<file path="src/hw/pdc_pkg.sv">
// Purpose: constants for the port device control register bank
// Assumes: 32-bit classic wishbone, byte addresses, 50 MHz core clock
// Notes:   the control word sits in the low 16 bits of its bus word
package pdc_pkg;
  localparam int unsigned ADR_W          = 12;
  localparam int unsigned DAT_W          = 32;
  // register byte addresses
  localparam logic [11:0] DEV_CTRL_ADR   = 12'h048;
  localparam logic [11:0] DEV_CAP_ADR    = 12'h100;
  localparam logic [11:0] TL_CTRL_ADR    = 12'h104;
  localparam logic [11:0] PORT_STAT_ADR  = 12'h108;
  // device control fields
  localparam int unsigned CER_BIT        = 0;
  localparam int unsigned NFER_BIT       = 1;
  localparam int unsigned FER_BIT        = 2;
  localparam int unsigned URR_BIT        = 3;
  localparam int unsigned MPS_LSB        = 5;
  localparam int unsigned ETAG_BIT       = 8;
  localparam logic [15:0] DEV_CTRL_RESET = 16'h0000;
  localparam logic [15:0] DEV_CTRL_RW    = 16'h01EF;
  // payload size encoding
  localparam logic [2:0]  MPS_MAX_CODE   = 3'h5;
  localparam logic [12:0] PAYLOAD_BASE   = 13'h0080;
  // capability and transaction layer control
  localparam logic [2:0]  CAP_RESET      = 3'h4;
  localparam int unsigned SEQ_BIT        = 0;
  // port status fields
  localparam int unsigned STAT_CODE_LSB  = 0;
  localparam int unsigned STAT_OVER_BIT  = 3;
  localparam int unsigned STAT_TAG_LSB   = 8;
  // debug tag limits
  localparam logic [7:0]  TAG_LIMIT_STD  = 8'h1F;
  localparam logic [7:0]  TAG_LIMIT_EXT  = 8'hFF;

  typedef enum logic [1:0] {
    PDC_BUS_IDLE = 2'b01,
    PDC_BUS_ACK  = 2'b10
  } pdc_bus_state_t;
endpackage : pdc_pkg

</file>
<file path="src/hw/pdc_device_control.sv">
// Purpose: port device control register bank with wishbone slave
// Assumes: single clock, event inputs come from logic on clk
// Notes:   one wait state; ack follows a request by one cycle
`timescale 1ns/1ps
`default_nettype none
module pdc_device_control (
  input  wire logic                          clk,
  input  wire logic                          reset_n,
  // wishbone slave
  input  wire logic                          cyc_i,
  input  wire logic                          stb_i,
  input  wire logic                          we_i,
  input  wire logic [pdc_pkg::ADR_W-1:0]     adr_i,
  input  wire logic [3:0]                    sel_i,
  input  wire logic [pdc_pkg::DAT_W-1:0]     dat_i,
  output logic [pdc_pkg::DAT_W-1:0]          dat_o,
  output logic                               ack_o,
  // error events and gated reports
  input  wire logic                          corr_err_event,
  input  wire logic                          nonfatal_err_event,
  input  wire logic                          fatal_err_event,
  input  wire logic                          unsup_req_event,
  output logic                               corr_err_report,
  output logic                               nonfatal_err_report,
  output logic                               fatal_err_report,
  output logic                               unsup_req_report,
  // payload and tag controls
  output logic [12:0]                        max_payload_bytes,
  output logic                               extended_tag_enable,
  input  wire logic                          tag_take,
  output logic [7:0]                         seq_tag,
  // forwarded transaction attributes
  input  wire logic                          fwd_no_snoop_in,
  input  wire logic [2:0]                    fwd_read_size_in,
  output logic                               fwd_no_snoop_out,
  output logic [2:0]                         fwd_read_size_out
);
  import pdc_pkg::*;

  // reset release synchroniser
  logic rst_meta_ff;
  logic rst_n_s;

  always_ff @(posedge clk or negedge reset_n) begin
    if (!reset_n) begin
      rst_meta_ff <= 1'b0;
      rst_n_s     <= 1'b0;
    end else begin
      rst_meta_ff <= 1'b1;
      rst_n_s     <= rst_meta_ff;
    end
  end

  // bus slave state
  pdc_bus_state_t    state_ff;
  pdc_bus_state_t    nxt_state;
  logic              ack_ff;
  logic              nxt_ack;
  logic [31:0]       rdata_ff;
  logic [31:0]       nxt_rdata;
  logic              req;
  logic              wr_now;

  // register state
  logic [15:0]       ctrl_ff;
  logic [15:0]       nxt_ctrl;
  logic [2:0]        cap_ff;
  logic [2:0]        nxt_cap;
  logic              seq_ff;
  logic              nxt_seq;
  logic [15:0]       wmask;
  logic [15:0]       ctrl_wr;

  // derived state
  logic [2:0]        mps_code;
  logic [2:0]        eff_code;
  logic              over_cap;
  logic [7:0]        tag_w;
  logic [15:0]       stat_word;

  assign req    = cyc_i & stb_i;
  // a write lands on the edge at which the master sees ack
  assign wr_now = ack_ff & req & we_i;

  always_comb begin
    nxt_state = state_ff;
    nxt_ack   = 1'b0;
    case (state_ff)
      PDC_BUS_IDLE: begin
        if (req) begin
          nxt_state = PDC_BUS_ACK;
          nxt_ack   = 1'b1;
        end
      end
      PDC_BUS_ACK: begin
        nxt_state = PDC_BUS_IDLE;
      end
      default: begin
        nxt_state = PDC_BUS_IDLE;
      end
    endcase
  end

  always_comb begin
    mps_code = ctrl_ff[MPS_LSB +: 3];
    // reserved codes six and seven fall back to the smallest size
    eff_code = (mps_code > MPS_MAX_CODE) ? 3'h0 : mps_code;
    // software is trusted to stay within capability; we only flag it
    over_cap = (eff_code > cap_ff);
    stat_word = 16'h0000;
    stat_word[STAT_CODE_LSB +: 3] = eff_code;
    stat_word[STAT_OVER_BIT]      = over_cap;
    stat_word[STAT_TAG_LSB +: 8]  = tag_w;
  end

  // read mux; unmapped addresses answer with zero
  always_comb begin
    nxt_rdata = 32'h0000_0000;
    if (state_ff == PDC_BUS_IDLE && req && !we_i) begin
      case (adr_i)
        DEV_CTRL_ADR:  nxt_rdata = {16'h0000,
                                    ctrl_ff & DEV_CTRL_RW};
        DEV_CAP_ADR:   nxt_rdata = {29'h0000_0000, cap_ff};
        TL_CTRL_ADR:   nxt_rdata = {31'h0000_0000, seq_ff};
        PORT_STAT_ADR: nxt_rdata = {16'h0000, stat_word};
        default:       nxt_rdata = 32'h0000_0000;
      endcase
    end
  end

  // register writes, byte lanes 0 and 1 only
  always_comb begin
    wmask   = {{8{sel_i[1]}}, {8{sel_i[0]}}} & DEV_CTRL_RW;
    ctrl_wr = (ctrl_ff & ~wmask) | (dat_i[15:0] & wmask);
    nxt_ctrl = ctrl_ff;
    nxt_cap  = cap_ff;
    nxt_seq  = seq_ff;
    if (wr_now) begin
      case (adr_i)
        DEV_CTRL_ADR: begin
          // ro fields 4, 9..15 stay zero through the mask
          nxt_ctrl = ctrl_wr;
        end
        DEV_CAP_ADR: begin
          if (sel_i[0]) begin
            nxt_cap = dat_i[2:0];
          end
        end
        TL_CTRL_ADR: begin
          if (sel_i[0]) begin
            nxt_seq = dat_i[SEQ_BIT];
          end
        end
        default: begin
          nxt_ctrl = ctrl_ff;
        end
      endcase
    end
  end

  always_ff @(posedge clk or negedge rst_n_s) begin
    if (!rst_n_s) begin
      state_ff <= PDC_BUS_IDLE;
      ack_ff   <= 1'b0;
      rdata_ff <= 32'h0000_0000;
      ctrl_ff  <= DEV_CTRL_RESET;
      cap_ff   <= CAP_RESET;
      seq_ff   <= 1'b0;
    end else begin
      state_ff <= nxt_state;
      ack_ff   <= nxt_ack;
      rdata_ff <= nxt_rdata;
      ctrl_ff  <= nxt_ctrl;
      cap_ff   <= nxt_cap;
      seq_ff   <= nxt_seq;
    end
  end

  // port side outputs, each one flop deep
  logic        corr_ff;
  logic        nonfatal_ff;
  logic        fatal_ff;
  logic        unsup_ff;
  logic [12:0] payload_ff;
  logic        ns_ff;
  logic [2:0]  rsize_ff;
  logic        nxt_corr;
  logic        nxt_nonfatal;
  logic        nxt_fatal;
  logic        nxt_unsup;
  logic [12:0] nxt_payload;

  always_comb begin
    nxt_corr     = corr_err_event & ctrl_ff[CER_BIT];
    nxt_nonfatal = nonfatal_err_event & ctrl_ff[NFER_BIT];
    nxt_fatal    = fatal_err_event & ctrl_ff[FER_BIT];
    nxt_unsup    = unsup_req_event & ctrl_ff[URR_BIT];
    nxt_payload  = PAYLOAD_BASE << eff_code;
  end

  always_ff @(posedge clk or negedge rst_n_s) begin
    if (!rst_n_s) begin
      corr_ff     <= 1'b0;
      nonfatal_ff <= 1'b0;
      fatal_ff    <= 1'b0;
      unsup_ff    <= 1'b0;
      payload_ff  <= PAYLOAD_BASE;
      ns_ff       <= 1'b0;
      rsize_ff    <= 3'h0;
    end else begin
      corr_ff     <= nxt_corr;
      nonfatal_ff <= nxt_nonfatal;
      fatal_ff    <= nxt_fatal;
      unsup_ff    <= nxt_unsup;
      payload_ff  <= nxt_payload;
      // pass-through attributes are never altered here
      ns_ff       <= fwd_no_snoop_in;
      rsize_ff    <= fwd_read_size_in;
    end
  end

  // extended tag sets the debug tag counter range and drives extended_tag_enable
  pdc_seq_tag u_seq_tag (
    .clk        (clk),
    .rst_n      (rst_n_s),
    .seq_enable (seq_ff),
    .ext_tag    (ctrl_ff[ETAG_BIT]),
    .tag_take   (tag_take),
    .tag        (tag_w)
  );

  assign dat_o               = rdata_ff;
  assign ack_o               = ack_ff;
  assign corr_err_report     = corr_ff;
  assign nonfatal_err_report = nonfatal_ff;
  assign fatal_err_report    = fatal_ff;
  assign unsup_req_report    = unsup_ff;
  assign max_payload_bytes   = payload_ff;
  assign extended_tag_enable = ctrl_ff[ETAG_BIT];
  assign seq_tag             = tag_w;
  assign fwd_no_snoop_out    = ns_ff;
  assign fwd_read_size_out   = rsize_ff;
endmodule : pdc_device_control
`default_nettype wire

</file>
<file path="src/hw/pdc_seq_tag.sv">
// Purpose: sequential debug tag generator
// Assumes: tag_take is a one-cycle pulse from logic on clk
// Notes:   output holds zero while the debug switch is off
`timescale 1ns/1ps
`default_nettype none
module pdc_seq_tag (
  input  wire logic       clk,
  input  wire logic       rst_n,
  input  wire logic       seq_enable,
  input  wire logic       ext_tag,
  input  wire logic       tag_take,
  output logic [7:0]      tag
);
  import pdc_pkg::*;

  logic [7:0] tag_ff;
  logic [7:0] nxt_tag;
  logic [7:0] limit;

  always_comb begin
    limit   = ext_tag ? TAG_LIMIT_EXT : TAG_LIMIT_STD;
    nxt_tag = tag_ff;
    if (!seq_enable) begin
      nxt_tag = 8'h00;
    end else if (tag_ff > limit) begin
      // extended range switched off mid-run: restart in range
      nxt_tag = 8'h00;
    end else if (tag_take) begin
      nxt_tag = (tag_ff == limit) ? 8'h00 : tag_ff + 8'h01;
    end
  end

  always_ff @(posedge clk or negedge rst_n) begin
    if (!rst_n) begin
      tag_ff <= 8'h00;
    end else begin
      tag_ff <= nxt_tag;
    end
  end

  assign tag = tag_ff;
endmodule : pdc_seq_tag
`default_nettype wire

</file>
<file path="config.mk">
export PLATFORM = sky130hd
export DESIGN_NAME = pdc_device_control
export DESIGN_NICKNAME = d
export VERILOG_FILES = /design/src/hw/pdc_pkg.sv /design/src/hw/pdc_device_control.sv /design/src/hw/pdc_seq_tag.sv
export SDC_FILE = /design/constraint.sdc
export NUM_CORES = 1
export LEC_CHECK = 0
export BUFFER_PORTS_ARGS = -buffer_cell sky130_fd_sc_hd__buf_2
export CORE_MARGIN = 2
export CORE_UTILIZATION = 50
export CTS_CLUSTER_DIAMETER = 200
export DETAILED_ROUTE_END_ITERATION = 6
export PLACE_DENSITY = 0.86
export SLEW_MARGIN = 5
export SYNTH_ARGS = -nofsm -noshare
export SYNTH_HDL_FRONTEND = slang
export SYNTH_SLANG_ARGS = --single-unit
</file>
<file path="constraint.sdc">
create_clock -name clk -period 4.6 [get_ports clk]
set_input_delay 0.92 -clock clk [delete_from_list [all_inputs] [get_ports clk]]
set_output_delay 0.92 -clock clk [all_outputs]
set_load 0.1 [all_outputs]
</file>
==> results.md <==
* Crit path buf inv count at 1
* Vias at 1,855
* Sw frac at 31.1%
* Crit-path max FO at 9
* Crit-path leading delay family: flip-flops
* Synthesized area per cell at 11.8 µm²
* NetSw at 0.279 mW
* Cell Pwr Density at 294 nW/µm²
* Top-count cell post-synth: dfrtp_1
* First-pass GRT wire length at 8180 µm
* Hold_sp: rst_meta_ff
* Core box area at 5070 µm²
* Max Freq at 447 MHz
* Iter 0 DRT Violations at 83
* Die width at 76.2 µm
* DP Worst Slack at 2.07 ns
* Cell variety after synth at 50
* Cell Rows at 26
* Synth area leader: dfrtp_1
* Layout area overhead at 17.2%
* CTS tree: done
* Root buf cell: clkbuf_8
* Post-CTS Setup Inserts at 0
* Skew final at 0.00559 ns
* # hold bufs at CTS at 0
* Post-synth top area share at 49.0%
* Period Utilization, post-route at 48.6%
* Final hold vios at 0
* Area contributors post-synth: dfrtp_1 49%, buf_4 6.9%, and2_1 4.3%
* Clk_lat worst skew at 0.31 ns
* Clk sinks at 54
* Ports at 125
* Routability cong. at 0.834
* Cells after synthesis at 220
* Sequential fraction of the synthesis area at 52.0%
* Synthesized area at 2600 µm²
* Worst min-delay path category: reg -> reg
* DRT Wirelength at 4860 µm
* Most frequent cells after synthesis: 51 x dfrtp_1, 24 x buf_4, 18 x and2_1
* Post-route ant nets at 0
* Flop2flop setup slack at 2.72 ns
* Sequential power share at 54.3%
* Diodes inserted at 0
* Post-route DRC at 0
* Hold Path End: rst_n_s
* RSZ-0062 raised after global routing: false
* Layout cells sized above 1 at 36.0%
* Wire per inst at 13.2 µm
* FF-to-FF End: u_seq_tag.tag[3]
* Total gr overflow at 0
* Post-synth EDFFs at 0
* Pint at 0.619 mW
* Via density at 5.05
* Hold depth at 0
* Element type at the critical path start: flop
* Max rail drop VDD at 0.136 mV
* CTS Buf Count at 5
* Final setup viols at 0
* CP Cell Sequence: buf_2
* H-tree levels at 2
* Comb pwr share at 15.1%
* Max_cap viols at 0
* Met3 usage at 3.20%
* Predominant post-synthesis flop cell: dfrtp_1
* Gr busiest metal: met2
* CP max stage delay at 0.52 ns
* WP data required at 3.68 ns
* Critical-path top delay cell: dfrtp_1
* Fin crit period at 2.24 ns
* Vias in the first global route at 1,737
* HPWL after detailed placement at 3710 µm
* Static leakage at 1.59 nW
* Total Routing Usage GR at 17.6%
* CTS max path bufs at 2
* FFs w/ async S/R, synth at 100%
* IO Port Bufs at 74
* Starting Density at 51.3%
* Clock power share at 30.6%
* Die area at 5800 µm²
* Max_slew headroom at 29.7%
* Crit path capture type: output port
* Crit path kind: reg -> out
* CP arrival at 1.32 ns
* Synthesis-stage register bit count at 54
* Total power draw at 0.898 mW
* CTS clock-pin slew for the worst setup and hold paths at 0.09 ns
* Pin count of the biggest net entering global routing at 53
* First-pass detailed-route iteration total at 4
* Die H at 76.2 µm
* Nets at 365
* Initial antenna violation count at 0
* Post-route setup slack at 2.36 ns
* Warning count from the yosys run at 0
* M2 GR Usage at 30.1%
* Routing usage on met1 at 22.1%
* Post-CTS Resized at 0
* Status: completed
* Slew @ Worst Pin at 1.06 ns
* Setup TNS at 0 ns
* Final Slew Violations at 0
* R2R cell count at 6
-- kinds of logic (layout without fill, tap and decap cells) --
kind of cell / after synthesis / after routing / synth area share (%)
and+or+nand+nor: 81 / 81 / 20.7
DFF: 54 / 54 / 52.0
buffers and inverters: 34 / 88 / 8.41
AOI/OAI and AO/OA: 25 / 25 / 7.74
muxes: 15 / 15 / 6.82
adders and majority gates: 7 / 7 / 3.36
other: 2 / 25 / 0.288
xor gates and xnor gates: 2 / 2 / 0.673
-- through the flow --
| stage | cells | hold slack, ns | utilization [%] | instance area [µm²] |
|---|---|---|---|---|
| 2_1_floorplan | 243 | 0.331 | - | 2690 |
| 5_1_grt | 367 | 0.375 | 60.1 | 3050 |
| 3_3_place_gp | 359 | 0.336 | 58.2 | 2950 |
| 4_1_cts | 367 | 0.375 | 60.1 | 3050 |
| 6_report | 367 | 0.367 | 60.1 | 3050 |
| 3_5_place_dp | 359 | 0.354 | 58.2 | 2950 |
-- cells in the final DEF, fill, tap and decap left out, drive strengths merged, types with 2 or more instances in the layout --
cell    count
buf        74
dfrtp      51
conb       25
and2       18
nand2      13
mux2       13
nor2        8
ha          7
inv         7
nand3       6
clkbuf      6
nand4       6
nor2b       5
nor4b       4
nor3        3
o211ai      3
a211oi      3
a21oi       3
dfstp       3
nor4        3
or3         2
nor3b       2
a22oi       2
a32o        2
o21a        2
a22o        2
a32oi       2
or2         2
mux2i       2
nand2b      2
nand3b      2
a31o        2
xor2        2
-- final cells by class --
type / instances / area, µm²
clock buffers: 6 / 82.6
clock inverters: 2 / 16.3
fillers: 424 / 2020
inverters: 6 / 22.5
multi-input cells: 155 / 1120
flip-flops and latches: 54 / 1360
well taps: 70 / 87.6
repair buffers: 74 / 370
-- metal layers --
metal / part of all wire [%] / wire (µm)
met2: 49 / 2390
met3: 6.9 / 334
met4: 2.2 / 105
met1: 42 / 2030
met5: 0 / 0
-- how the worst max path moves through the flow --
stage | from | end | slack, ns | cells after the start
floorplan | flop | u_seq_tag.tag[6] | 2.11 | 7
global placement | adr_i[8] | flop | 2.06 | 5
detailed placement | adr_i[11] | flop | 2.07 | 5
CTS | u_seq_tag.tag[3] | seq_tag[3] | 2.37 | 1
global route | adr_i[5] | flop | 2.26 | 5
finish | u_seq_tag.tag[3] | seq_tag[3] | 2.36 | 1
-- power by group through the flow --
stage / registers [mW] / logic, mW / clock network (mW)
after floorplan: 0.513 / 0.109 / 0
after global placement: 0.498 / 0.134 / 0
after detailed placement: 0.498 / 0.135 / 0
after CTS: 0.489 / 0.135 / 0.282
after global routing: 0.490 / 0.139 / 0.299
final: 0.488 / 0.135 / 0.275
Power figures use the tool's default switching activity.
